File: config.mk
export PLATFORM = sky130hd
export DESIGN_NAME = wmei_top
export DESIGN_NICKNAME = d
export VERILOG_FILES = /design/src/pkg/wmei_pkg.sv /design/src/core/wmei_edge_group.sv /design/src/core/wmei_top.sv
export VERILOG_INCLUDE_DIRS = /design/src /design/src/pkg
export SDC_FILE = /design/constraint.sdc
export NUM_CORES = 1
export LEC_CHECK = 0
export BUFFER_PORTS_ARGS = -buffer_cell sky130_fd_sc_hd__buf_4
export CAP_MARGIN = 20
export CELL_PAD_IN_SITES_DETAIL_PLACEMENT = 2
export CELL_PAD_IN_SITES_GLOBAL_PLACEMENT = 2
export CORE_ASPECT_RATIO = 1.75
export CORE_MARGIN = 2
export CORE_UTILIZATION = 40
export CTS_CLUSTER_SIZE = 28
export DETAILED_ROUTE_END_ITERATION = 10
export HOLD_SLACK_MARGIN = 0.1
export PLACE_DENSITY_LB_ADDON = 0.2
export RECOVER_POWER = 25
export SETUP_SLACK_MARGIN = 0.15
export SYNTH_ARGS = -nofsm -noshare
export SYNTH_HDL_FRONTEND = slang
export SYNTH_HIERARCHICAL = 1
export SYNTH_SLANG_ARGS = --single-unit
File: constraint.sdc
create_clock -name clock_i -period 2.25 [get_ports clock_i]
set_input_delay 0.45 -clock clock_i [delete_from_list [all_inputs] [get_ports clock_i]]
set_output_delay 0.45 -clock clock_i [all_outputs]
set_load 0.01 [all_outputs]
File: src/pkg/wmei_regs.svh
// Register offsets, field positions, reset values and timing for wake logic.
`ifndef WMEI_REGS_SVH
`define WMEI_REGS_SVH

////////////////////////////////////////////////////////////////////////////
// Register byte offsets in the core memory map.
`define WMEI_ADDR_SIRQ          16'h7F52
`define WMEI_ADDR_MASK_LPC      16'h7F56
`define WMEI_ADDR_ES0_LO        16'h7F57
`define WMEI_ADDR_ES0_HI        16'h7F58
`define WMEI_ADDR_ES1_LO        16'h7F5C
`define WMEI_ADDR_ES1_HI        16'h7F5D
`define WMEI_ADDR_SRC_G1        16'h7F5E
`define WMEI_ADDR_MASK_G1       16'h7F5F
`define WMEI_ADDR_ES2_LO        16'h7F61
`define WMEI_ADDR_ES2_HI        16'h7F62
`define WMEI_ADDR_SRC_G2        16'h7F63
`define WMEI_ADDR_MASK_MISC     16'h7F65
`define WMEI_ADDR_MASK_G2       16'h7F66
`define WMEI_ADDR_PWR_IRQ       16'h7F84
`define WMEI_ADDR_HIB           16'h7FF3

////////////////////////////////////////////////////////////////////////////
// Reset values and field layout.
`define WMEI_RESET_VALUE        8'h00
`define WMEI_MASK_MISC_WRITABLE 8'h07
`define WMEI_SIRQ_WRITABLE      8'hFC
`define WMEI_SIRQ_SEL_MSB       7
`define WMEI_SIRQ_SEL_LSB       4
`define WMEI_SIRQ_EN_BIT        3
`define WMEI_SIRQ_REQ_BIT       2
`define WMEI_SIRQ_NONE          4'h0
`define WMEI_PGI_BIT            0
`define WMEI_EDGE_FALL          2'h0
`define WMEI_EDGE_RISE          2'h1
`define WMEI_EDGE_EITHER        2'h2

////////////////////////////////////////////////////////////////////////////
// Hibernation timing: one count step in seconds, low-speed tick rate.
`define WMEI_HIB_STEP_SECONDS   30
`define WMEI_LOW_CLOCK_HZ       32768
`define WMEI_HIB_STEP_TICKS     (`WMEI_HIB_STEP_SECONDS * `WMEI_LOW_CLOCK_HZ)

`endif

File: src/pkg/wmei_pkg.sv
// Types shared by the wake and interrupt support logic.
package wmei_pkg;

  // Interrupt lines toward the embedded core.
  typedef struct packed {
    logic core_external_interrupt_two;
    logic core_external_interrupt_three;
    logic core_external_interrupt_four;
    logic power_fail;
  } wmei_core_irq_s;

  // Request presented to the host serial IRQ stream logic.
  typedef struct packed {
    logic [3:0] irq_select;
    logic       enabled;
    logic       request_asserted;
  } wmei_sirq_s;

endpackage

File: src/core/wmei_edge_group.sv
// Edge detection and sticky latching for one group of eight sources.
`timescale 1ns/1ns
`default_nettype none
`include "wmei_regs.svh"

module wmei_edge_group (
  // Clock and reset
  input  wire logic        clock_i,
  input  wire logic        arst_n_i,
  // Sources, edge selects and write-one-to-clear strobes
  input  wire logic [7:0]  source_i,
  input  wire logic [15:0] select_i,
  input  wire logic [7:0]  clear_i,
  // Latched sources
  output logic      [7:0]  pending_o
);

  logic [7:0]  prev_source;
  logic [15:0] prev_select;
  logic [7:0]  edge_seen;

  // Level that a single-direction edge settles into.
  function automatic logic edge_level(input logic [1:0] sel,
                                      input logic       x);
    case (sel)
      `WMEI_EDGE_FALL: edge_level = ~x;
      `WMEI_EDGE_RISE: edge_level = x;
      default:         edge_level = 1'b0;
    endcase
  endfunction

  // The old select is compared with the old level, so a select change can
  // itself look like an edge; firmware clears such events.
  always_comb begin
    for (int i = 0; i < 8; i++) begin
      if (select_i[2*i +: 2] == `WMEI_EDGE_EITHER) begin
        edge_seen[i] = source_i[i] ^ prev_source[i];
      end else begin
        edge_seen[i] = edge_level(select_i[2*i +: 2], source_i[i]) &
                       ~edge_level(prev_select[2*i +: 2], prev_source[i]);
      end
    end
  end

  // Raw pin edges, with no filter: noise rejection is external.
  always_ff @(posedge clock_i or negedge arst_n_i) begin
    if (!arst_n_i) begin
      prev_source <= 8'h00;
      prev_select <= 16'h0000;
    end else begin
      prev_source <= source_i;
      prev_select <= select_i;
    end
  end

  // A new edge wins over a clear in the same cycle.
  always_ff @(posedge clock_i or negedge arst_n_i) begin
    if (!arst_n_i) begin
      pending_o <= 8'h00;
    end else begin
      pending_o <= (pending_o & ~clear_i) | edge_seen;
    end
  end

endmodule
`default_nettype wire

File: src/core/wmei_top.sv
// Wake masks, hibernation timer, edge selects, power-fail flag, serial IRQ.
//
// Behaviour
// - A mask bit of one blocks its wake source from interrupting the core.
// - The infrared wake input is edge-detected with no digital filter.
// - Hibernation timer is one eight-bit binary down-counter register.
// - Each hibernation count step lasts thirty seconds.
// - At zero the timer stops, holds zero and raises a wake event.
// - The hibernation timer advances from the 32 kHz low-speed clock.
// - Writing a non-zero value loads it and starts the count-down.
// - Groups zero, one, two drive core external interrupts two, three, four.
// - Two-bit edge field per source: fall, rise, either, reserved.
// - Changing an edge field may latch a spurious wake event.
// - Power-good flag sets when main power ok deasserts, never while asserted.
// - Power-good flag drives the core power-fail interrupt directly.
// - Power-good flag is readable and clears only on a one written to D0.
// - Core can raise a request on the host serial IRQ stream.
// - Select field 7:4 picks IRQ1 to IRQ15; zero means no interrupt.
// - Enable bit 3 must be one for any serial interrupt.
// - Request bit 2 must be one to assert the selected serial IRQ.
// - With mapping disabled the IRQ level shows its default asserted state.
`timescale 1ns/1ns
`default_nettype none
`include "wmei_regs.svh"

module wmei_top #(
  parameter int unsigned HIB_STEP_TICKS = `WMEI_HIB_STEP_TICKS
) (
  // Clock and reset
  input  wire logic                    clock_i,
  input  wire logic                    arst_n_i,
  // Core memory-mapped register port
  input  wire logic [15:0]             bus_addr_i,
  input  wire logic [7:0]              bus_wdata_i,
  input  wire logic                    bus_write_i,
  input  wire logic                    bus_read_i,
  output logic      [7:0]              bus_rdata_o,
  // Selectable wake sources, group n in bits 8n+7:8n
  input  wire logic [23:0]             selectable_source_i,
  // Group zero mask and source clear, held outside this block
  input  wire logic [7:0]              wake_mask_group0_i,
  input  wire logic [7:0]              wake_clear_group0_i,
  output logic      [7:0]              wake_pending_group0_o,
  // Latched flags of sources whose source registers live elsewhere
  input  wire logic [2:0]              wake_misc_flags_i,
  input  wire logic [7:0]              wake_lpc_gpio_flags_i,
  output logic                         wake_misc_o,
  output logic                         wake_lpc_gpio_o,
  // Hibernation timer
  input  wire logic                    slow_clock_tick_i,
  output logic                         hibernation_wake_o,
  // Power supervision
  input  wire logic                    main_power_ok_input_i,
  // Interrupt outputs
  output wmei_pkg::wmei_core_irq_s     core_irq_o,
  output wmei_pkg::wmei_sirq_s         serial_irq_o
);

  localparam logic [19:0] STEP_LAST = 20'(HIB_STEP_TICKS - 1);

  ////////////////////////////////////////////////////////////////////////////
  // Register state.
  logic [7:0]  serial_irq_control;
  logic [7:0]  wake_mask_lpc_gpio_group;
  logic [7:0]  wake_mask_select_group1;
  logic [7:0]  wake_mask_select_group2;
  logic [7:0]  wake_mask_misc_sources;
  logic [15:0] edge_select_group0;
  logic [15:0] edge_select_group1;
  logic [15:0] edge_select_group2;
  logic [7:0]  hibernation_countdown;
  logic [19:0] hib_prescale;
  logic        power_good_loss_flag_bit;
  logic        power_ok_prev;
  logic [7:0]  pending_g1;
  logic [7:0]  pending_g2;
  logic [7:0]  clear_g1;
  logic [7:0]  clear_g2;
  logic        hib_write;
  logic        hib_step;
  logic        next_irq_level;

  function automatic logic hit(input logic [15:0] addr,
                               input logic [15:0] reg_addr);
    hit = addr == reg_addr;
  endfunction

  assign hib_write = bus_write_i && hit(bus_addr_i, `WMEI_ADDR_HIB);
  assign clear_g1  = (bus_write_i && hit(bus_addr_i, `WMEI_ADDR_SRC_G1)) ?
                     bus_wdata_i : 8'h00;
  assign clear_g2  = (bus_write_i && hit(bus_addr_i, `WMEI_ADDR_SRC_G2)) ?
                     bus_wdata_i : 8'h00;

  ////////////////////////////////////////////////////////////////////////////
  // Edge detection per group.
  wmei_edge_group u_group0 (
    .clock_i   (clock_i),
    .arst_n_i  (arst_n_i),
    .source_i  (selectable_source_i[7:0]),
    .select_i  (edge_select_group0),
    .clear_i   (wake_clear_group0_i),
    .pending_o (wake_pending_group0_o)
  );

  wmei_edge_group u_group1 (
    .clock_i   (clock_i),
    .arst_n_i  (arst_n_i),
    .source_i  (selectable_source_i[15:8]),
    .select_i  (edge_select_group1),
    .clear_i   (clear_g1),
    .pending_o (pending_g1)
  );

  wmei_edge_group u_group2 (
    .clock_i   (clock_i),
    .arst_n_i  (arst_n_i),
    .source_i  (selectable_source_i[23:16]),
    .select_i  (edge_select_group2),
    .clear_i   (clear_g2),
    .pending_o (pending_g2)
  );

  ////////////////////////////////////////////////////////////////////////////
  // Plain read/write registers.
  always_ff @(posedge clock_i or negedge arst_n_i) begin
    if (!arst_n_i) begin
      serial_irq_control       <= `WMEI_RESET_VALUE;
      wake_mask_lpc_gpio_group <= `WMEI_RESET_VALUE;
      wake_mask_select_group1  <= `WMEI_RESET_VALUE;
      wake_mask_select_group2  <= `WMEI_RESET_VALUE;
      wake_mask_misc_sources   <= `WMEI_RESET_VALUE;
      edge_select_group0       <= {2{`WMEI_RESET_VALUE}};
      edge_select_group1       <= {2{`WMEI_RESET_VALUE}};
      edge_select_group2       <= {2{`WMEI_RESET_VALUE}};
    end else if (bus_write_i) begin
      case (bus_addr_i)
        `WMEI_ADDR_SIRQ:      serial_irq_control <=
                                bus_wdata_i & `WMEI_SIRQ_WRITABLE;
        `WMEI_ADDR_MASK_LPC:  wake_mask_lpc_gpio_group <= bus_wdata_i;
        `WMEI_ADDR_MASK_G1:   wake_mask_select_group1 <= bus_wdata_i;
        `WMEI_ADDR_MASK_G2:   wake_mask_select_group2 <= bus_wdata_i;
        `WMEI_ADDR_MASK_MISC: wake_mask_misc_sources <=
                                bus_wdata_i & `WMEI_MASK_MISC_WRITABLE;
        `WMEI_ADDR_ES0_LO:    edge_select_group0[7:0] <= bus_wdata_i;
        `WMEI_ADDR_ES0_HI:    edge_select_group0[15:8] <= bus_wdata_i;
        `WMEI_ADDR_ES1_LO:    edge_select_group1[7:0] <= bus_wdata_i;
        `WMEI_ADDR_ES1_HI:    edge_select_group1[15:8] <= bus_wdata_i;
        `WMEI_ADDR_ES2_LO:    edge_select_group2[7:0] <= bus_wdata_i;
        `WMEI_ADDR_ES2_HI:    edge_select_group2[15:8] <= bus_wdata_i;
        default: begin
        end
      endcase
    end
  end

  ////////////////////////////////////////////////////////////////////////////
  // Read data, one cycle after the read strobe; unmapped reads give zero.
  always_ff @(posedge clock_i or negedge arst_n_i) begin
    if (!arst_n_i) begin
      bus_rdata_o <= 8'h00;
    end else if (!bus_read_i) begin
      bus_rdata_o <= 8'h00;
    end else begin
      case (bus_addr_i)
        `WMEI_ADDR_SIRQ:      bus_rdata_o <= serial_irq_control;
        `WMEI_ADDR_MASK_LPC:  bus_rdata_o <= wake_mask_lpc_gpio_group;
        `WMEI_ADDR_MASK_G1:   bus_rdata_o <= wake_mask_select_group1;
        `WMEI_ADDR_MASK_G2:   bus_rdata_o <= wake_mask_select_group2;
        `WMEI_ADDR_MASK_MISC: bus_rdata_o <= wake_mask_misc_sources;
        `WMEI_ADDR_ES0_LO:    bus_rdata_o <= edge_select_group0[7:0];
        `WMEI_ADDR_ES0_HI:    bus_rdata_o <= edge_select_group0[15:8];
        `WMEI_ADDR_ES1_LO:    bus_rdata_o <= edge_select_group1[7:0];
        `WMEI_ADDR_ES1_HI:    bus_rdata_o <= edge_select_group1[15:8];
        `WMEI_ADDR_ES2_LO:    bus_rdata_o <= edge_select_group2[7:0];
        `WMEI_ADDR_ES2_HI:    bus_rdata_o <= edge_select_group2[15:8];
        `WMEI_ADDR_SRC_G1:    bus_rdata_o <= pending_g1;
        `WMEI_ADDR_SRC_G2:    bus_rdata_o <= pending_g2;
        `WMEI_ADDR_PWR_IRQ:   bus_rdata_o <=
                                {7'h00, power_good_loss_flag_bit};
        `WMEI_ADDR_HIB:       bus_rdata_o <= hibernation_countdown;
        default:              bus_rdata_o <= 8'h00;
      endcase
    end
  end

  ////////////////////////////////////////////////////////////////////////////
  // Hibernation timer. The prescaler counts low-speed ticks, so the count
  // rate does not depend on the core clock frequency.
  assign hib_step = slow_clock_tick_i && (hib_prescale == STEP_LAST);

  always_ff @(posedge clock_i or negedge arst_n_i) begin
    if (!arst_n_i) begin
      hib_prescale <= 20'h00000;
    end else if (hib_write || hibernation_countdown == 8'h00) begin
      hib_prescale <= 20'h00000;
    end else if (slow_clock_tick_i) begin
      hib_prescale <= hib_step ? 20'h00000 : hib_prescale + 20'h00001;
    end
  end

  always_ff @(posedge clock_i or negedge arst_n_i) begin
    if (!arst_n_i) begin
      hibernation_countdown <= 8'h00;
      hibernation_wake_o    <= 1'b0;
    end else if (hib_write) begin
      hibernation_countdown <= bus_wdata_i;
      hibernation_wake_o    <= 1'b0;
    end else if (hib_step && hibernation_countdown != 8'h00) begin
      hibernation_countdown <= hibernation_countdown - 8'h01;
      hibernation_wake_o    <= hibernation_countdown == 8'h01;
    end else begin
      hibernation_wake_o    <= 1'b0;
    end
  end

  ////////////////////////////////////////////////////////////////////////////
  // Power-good loss flag; a new loss wins over a clear in the same cycle.
  always_ff @(posedge clock_i or negedge arst_n_i) begin
    if (!arst_n_i) begin
      power_ok_prev            <= 1'b1;
      power_good_loss_flag_bit <= 1'b0;
    end else begin
      power_ok_prev <= main_power_ok_input_i;
      if (power_ok_prev && !main_power_ok_input_i) begin
        power_good_loss_flag_bit <= 1'b1;
      end else if (bus_write_i && hit(bus_addr_i, `WMEI_ADDR_PWR_IRQ) &&
                   bus_wdata_i[`WMEI_PGI_BIT]) begin
        power_good_loss_flag_bit <= 1'b0;
      end
    end
  end

  ////////////////////////////////////////////////////////////////////////////
  // Interrupt outputs toward the core; all but power_fail are masked.
  always_ff @(posedge clock_i or negedge arst_n_i) begin
    if (!arst_n_i) begin
      core_irq_o      <= '0;
      wake_misc_o     <= 1'b0;
      wake_lpc_gpio_o <= 1'b0;
    end else begin
      core_irq_o.core_external_interrupt_two <=
        |(wake_pending_group0_o & ~wake_mask_group0_i);
      core_irq_o.core_external_interrupt_three <=
        |(pending_g1 & ~wake_mask_select_group1);
      core_irq_o.core_external_interrupt_four <=
        |(pending_g2 & ~wake_mask_select_group2);
      core_irq_o.power_fail <= power_good_loss_flag_bit;
      wake_misc_o <= |(wake_misc_flags_i & ~wake_mask_misc_sources[2:0]);
      wake_lpc_gpio_o <=
        |(wake_lpc_gpio_flags_i & ~wake_mask_lpc_gpio_group);
    end
  end

  ////////////////////////////////////////////////////////////////////////////
  // Serial IRQ request. A disabled mapping shows the default asserted level.
  always_comb begin
    if (!serial_irq_control[`WMEI_SIRQ_EN_BIT]) begin
      next_irq_level = 1'b1;
    end else if (serial_irq_control[`WMEI_SIRQ_SEL_MSB:`WMEI_SIRQ_SEL_LSB]
                 == `WMEI_SIRQ_NONE) begin
      next_irq_level = 1'b0;
    end else begin
      next_irq_level = serial_irq_control[`WMEI_SIRQ_REQ_BIT];
    end
  end

  always_ff @(posedge clock_i or negedge arst_n_i) begin
    if (!arst_n_i) begin
      serial_irq_o <= '0;
    end else begin
      serial_irq_o.irq_select <=
        serial_irq_control[`WMEI_SIRQ_SEL_MSB:`WMEI_SIRQ_SEL_LSB];
      serial_irq_o.enabled <= serial_irq_control[`WMEI_SIRQ_EN_BIT];
      serial_irq_o.request_asserted <= next_irq_level;
    end
  end

  ////////////////////////////////////////////////////////////////////////////
  // Checks.
  property p_mask_group1;
    @(posedge clock_i) disable iff (!arst_n_i)
      core_irq_o.core_external_interrupt_three ==
      $past(|(pending_g1 & ~wake_mask_select_group1));
  endproperty
  a_mask_group1: assert property (p_mask_group1)
    else $error("group one interrupt disagrees with masked sources");

  property p_masked_latch;
    @(posedge clock_i) disable iff (!arst_n_i)
      (pending_g2[0] && wake_mask_select_group2[0] &&
       pending_g2[7:1] == 7'h00) |=> !core_irq_o.core_external_interrupt_four;
  endproperty
  a_masked_latch: assert property (p_masked_latch)
    else $error("masked source reached the core");

  property p_hib_load;
    @(posedge clock_i) disable iff (!arst_n_i)
      (hib_write && bus_wdata_i != 8'h00) |=>
      hibernation_countdown == $past(bus_wdata_i) && !hibernation_wake_o;
  endproperty
  a_hib_load: assert property (p_hib_load)
    else $error("hibernation load failed");

  property p_hib_hold_zero;
    @(posedge clock_i) disable iff (!arst_n_i)
      (hibernation_countdown == 8'h00 && !hib_write) |=>
      hibernation_countdown == 8'h00 && !hibernation_wake_o;
  endproperty
  a_hib_hold_zero: assert property (p_hib_hold_zero)
    else $error("hibernation timer left zero on its own");

  property p_hib_expire;
    @(posedge clock_i) disable iff (!arst_n_i)
      (hibernation_countdown == 8'h01 && hib_step && !hib_write) |=>
      hibernation_wake_o && hibernation_countdown == 8'h00;
  endproperty
  a_hib_expire: assert property (p_hib_expire)
    else $error("hibernation expiry gave no wake event");

  property p_hib_zero_write;
    @(posedge clock_i) disable iff (!arst_n_i)
      (hib_write && bus_wdata_i == 8'h00) |=>
      (hibernation_countdown == 8'h00 && !hibernation_wake_o) ##1
      !hibernation_wake_o;
  endproperty
  a_hib_zero_write: assert property (p_hib_zero_write)
    else $error("zero write produced a wake event");

  property p_hib_step_only;
    @(posedge clock_i) disable iff (!arst_n_i)
      (!hib_write && !hib_step) |=> $stable(hibernation_countdown);
  endproperty
  a_hib_step_only: assert property (p_hib_step_only)
    else $error("hibernation count moved without a step");

  property p_pgi_set;
    @(posedge clock_i) disable iff (!arst_n_i)
      (power_ok_prev && !main_power_ok_input_i) |=>
      power_good_loss_flag_bit ##1 core_irq_o.power_fail;
  endproperty
  a_pgi_set: assert property (p_pgi_set)
    else $error("power loss not flagged to the core");

  property p_pgi_sticky;
    @(posedge clock_i) disable iff (!arst_n_i)
      (power_good_loss_flag_bit &&
       !(bus_write_i && hit(bus_addr_i, `WMEI_ADDR_PWR_IRQ) &&
         bus_wdata_i[`WMEI_PGI_BIT])) |=> power_good_loss_flag_bit;
  endproperty
  a_pgi_sticky: assert property (p_pgi_sticky)
    else $error("power loss flag cleared without a write of one");

  property p_pgi_rise_cause;
    @(posedge clock_i) disable iff (!arst_n_i)
      $rose(power_good_loss_flag_bit) |->
      !$past(main_power_ok_input_i) && $past(power_ok_prev);
  endproperty
  a_pgi_rise_cause: assert property (p_pgi_rise_cause)
    else $error("power loss flag set while power ok");

  property p_sirq_disabled;
    @(posedge clock_i) disable iff (!arst_n_i)
      !serial_irq_control[`WMEI_SIRQ_EN_BIT] |=>
      serial_irq_o.request_asserted;
  endproperty
  a_sirq_disabled: assert property (p_sirq_disabled)
    else $error("disabled mapping not at default asserted level");

  property p_sirq_mapped;
    @(posedge clock_i) disable iff (!arst_n_i)
      serial_irq_control[`WMEI_SIRQ_EN_BIT] |=>
      serial_irq_o.request_asserted ==
      ($past(serial_irq_control[`WMEI_SIRQ_REQ_BIT]) &&
       $past(serial_irq_control[`WMEI_SIRQ_SEL_MSB:`WMEI_SIRQ_SEL_LSB])
       != `WMEI_SIRQ_NONE);
  endproperty
  a_sirq_mapped: assert property (p_sirq_mapped)
    else $error("serial request does not follow request and select");

endmodule
`default_nettype wire

==> results.cfg <==
[timing]
setup_viol = 0
drv_slew = 0
worst_pin_slew_ps = 1140
fmax_ghz = 0.507
finalClockSkew_ps = 20.0
finalHoldViolCount = 0
min_period_ps = 1970
fin_ws_ps = 276
relSlewSlack = 0.240
rsz0062_at_grt = no
period_share = 0.877

[placement]
place_ws_ps = -213
port_buffers = 109
hpwl_um = 27600
dp.cells = 1403
dpl_cell_area_um2 = 12400
gp_congestion = 0.926

[min_path]
hold_path.class = in2reg

[finish]
final_common_cell = dfrtp_1
drive_above_1_share = 0.284
antenna_cells = 0
area_delta_synth_final_pct = 26.0
num-nets-final = 1218
fill_cells = 2628
seq_area_um2 = 5710
final_cell_mix = 227 x dfrtp_1, 158 x buf_4, 84 x mux2_2
finalNonFillerCells = 1473
multi_input_area_um2 = 4540
design_area_um2 = 13400

[detailed_routing]
dr_total_vias = 8722
routed_wl_um = 38600
avgViaCountPerCell = 5.92
post-route-drc-count = 0
wl_met2_um = 21300
wl_per_cell_um = 26.2
route.met3.wl_um = 1320
met1_length_um = 13800
top_layer = met4
drtIter0Drc = 421
dr.pass1.iters = 5
ant_nets = 0

[synth]
seq_area_frac_synth = 0.537
synth_edf_count = 0
yosysWarnings = 6
netlist_instances = 917
synth_nets = 1002
synthArstFlopShare = 1.00
mappedNetlistArea_um2 = 10600
ys.flop_type = dfrtp_1
avgSynthCellArea_um2 = 11.6
ys_ff_latch = 228
yosysUniqueCellTypes = 68

[global_routing]
grt_overflow = 0
grt.total_usage = 0.283
grt_pass1_wl_um = 60100
grt_pass1_vias = 10006
antenna_found_initial = 0
grt_max_degree = 73

[status]
status = complete, no violations

[setup_path]
critical_path.cell_chain = mux4_2 > a22o_1 > a221oi_1 > a31oi_1
cp.required_ps = 2620
ff2ff_path_depth = 4
startpoint = edge_select_group1[12]
startpoint_type = flip-flop
crit_cells = 4
critical_path.top_delay_family = compound AO/OA/AOI/OAI gates
cp.arrival_ps = 2340
slowest_delay_ps = 530
crit_end = bus_rdata_o[4]
regToRegSetupSlack_ps = 280
crit_slowest_cell = mux4_2
r2r-end = bus_rdata_o[4]
timing.rr.start = edge_select_group1[12]
path_buf_inv = 0
worstPathMaxFanout = 6
cp-end-kind = flip-flop
crit_type = reg2reg

[die]
start_util = 0.403
pin_count = 110
die_w_um = 127
die_area_um2 = 27900
num_rows = 79
design.core.area_um2 = 26400
die_h_um = 220

[clock_network]
cts_tree = done
clk_pin_slew_ps = 70
cts_sinks = 228
h-tree-depth = 1
cts-buffers-inserted = 23
root_buffer = clkbuf_16
clk_path_buf_depth = 3
clkLatencyLatePin_ps = 540

[power_and_ir_drop]
powerDensity_nw_per_um2 = 656
leakagePower_nw = 6.27
ir_drop_v = 0.000620

[flow_run]
drv_cap = 0
## stage by stage
stage	util	hold slack [ps]	power, mW	TNS (ps)
after floorplan	-	154	4.57	0
after global placement	0.472	419	4.96	-376
after detailed placement	0.472	423	4.99	-2450
after CTS	0.509	111	8.91	0
after global routing	0.507	127	9.09	0
final	0.507	128	8.78	0
## what timing repair did
item | in CTS | in global routing
endpoints found under the setup margin | 0 | 7
buffers inserted | 0 | 3
hold buffers | 26 | 0
hold endpoints to repair | 88 | 0
resized for setup | 0 | 4
## area by class of cell
type | count | share of cell area
sequential | 228 | 0.426
tap | 324 | 0.0303
clock buffer | 31 | 0.0490
timing repair buffer | 217 | 0.126
clock inverter | 10 | 0.00608
multi-input combinational | 581 | 0.339
inverter | 82 | 0.0230
## cells in the mapped netlist, types with 5 or more instances
cell type	n	area share
o21ai_0	10	0.0047
mux2i_1	5	0.0047
a41oi_1	5	0.0041
a222oi_1	5	0.0047
buf_2	7	0.0033
a32o_1	7	0.0066
clkbuf_1	16	0.0057
nand2b_1	29	0.017
xnor2_1	7	0.0058
a221oi_1	14	0.012
a31oi_1	9	0.0053
dfrtp_1	227	0.53
mux2_2	84	0.089
inv_1	82	0.029
xor2_1	34	0.028
nor2_1	44	0.016
o311ai_1	22	0.018
and2_1	13	0.0077
and3_1	14	0.0082
nor3_1	23	0.011
a21oi_1	14	0.0066
nand3_1	12	0.0057
a22o_1	13	0.011
nand2_1	40	0.014
o22ai_1	19	0.011
nand4_1	10	0.0059
o2111ai_1	42	0.035
or3b_1	21	0.017
nor4_1	5	0.0029
## worst register-to-register path, cell delays in order (launching register included)
cell	delay (ps)
dfrtp_1	440
mux4_2	530
a22o_1	220
a221oi_1	420
a31oi_1	190
## metal layers
| metal | vias to the layer above | GRT usage |
|---|---|---|
| met3 | 114 | 0.0308 |
| met2 | 231 | 0.533 |
| met1 | 4542 | 0.311 |
| met5 | - | 0 |
| met4 | 0 | 0.143 |
| li1 | 3835 | - |
## state kept, by name, indices dropped and copies added (netlist names), 16 cells and up
register              flops
edge_select_group0       16
edge_select_group1       16
edge_select_group2       16
hib_prescale             20
u_group0/prev_select     16
u_group1/prev_select     16
u_group2/prev_select     16
## how the worst min path moves through the flow
stage                                   from  cells after the start                     to
floorplan                           arst_n_i                      0         bus_rdata_o[0]
global placement    power_good_loss_flag_bit                      0          core_irq_o[0]
detailed placement  power_good_loss_flag_bit                      0          core_irq_o[0]
CTS                   wake_clear_group0_i[4]                      2  u_group0/pending_o[4]
global route          wake_clear_group0_i[2]                      2  u_group0/pending_o[2]
finish                wake_clear_group0_i[4]                      2  u_group0/pending_o[4]
## where the power goes
part / switching [mW] / total, mW / internal [mW] / leakage, nW
Combinational: 0.383 / 0.665 / 0.281 / 2.93
Clock: 1.69 / 3.85 / 2.16 / 0.369
Sequential: 0.0838 / 4.27 / 4.19 / 2.97
Total: 2.16 / 8.78 / 6.63 / 6.27
## cell families (layout without fill, tap and decap cells)
logic type	Yosys count	in the layout	share of synthesized area
AO/OA/AOI/OAI	178	178	0.132
buffers and inverters	108	340	0.0397
flip-flops	228	228	0.537
adder cells (fa/ha/maj)	4	4	0.00471
AND/OR/NAND/NOR	267	267	0.156
XOR/XNOR	41	41	0.0338
multiplexers	91	91	0.0969
Power figures use the tool's default switching activity.
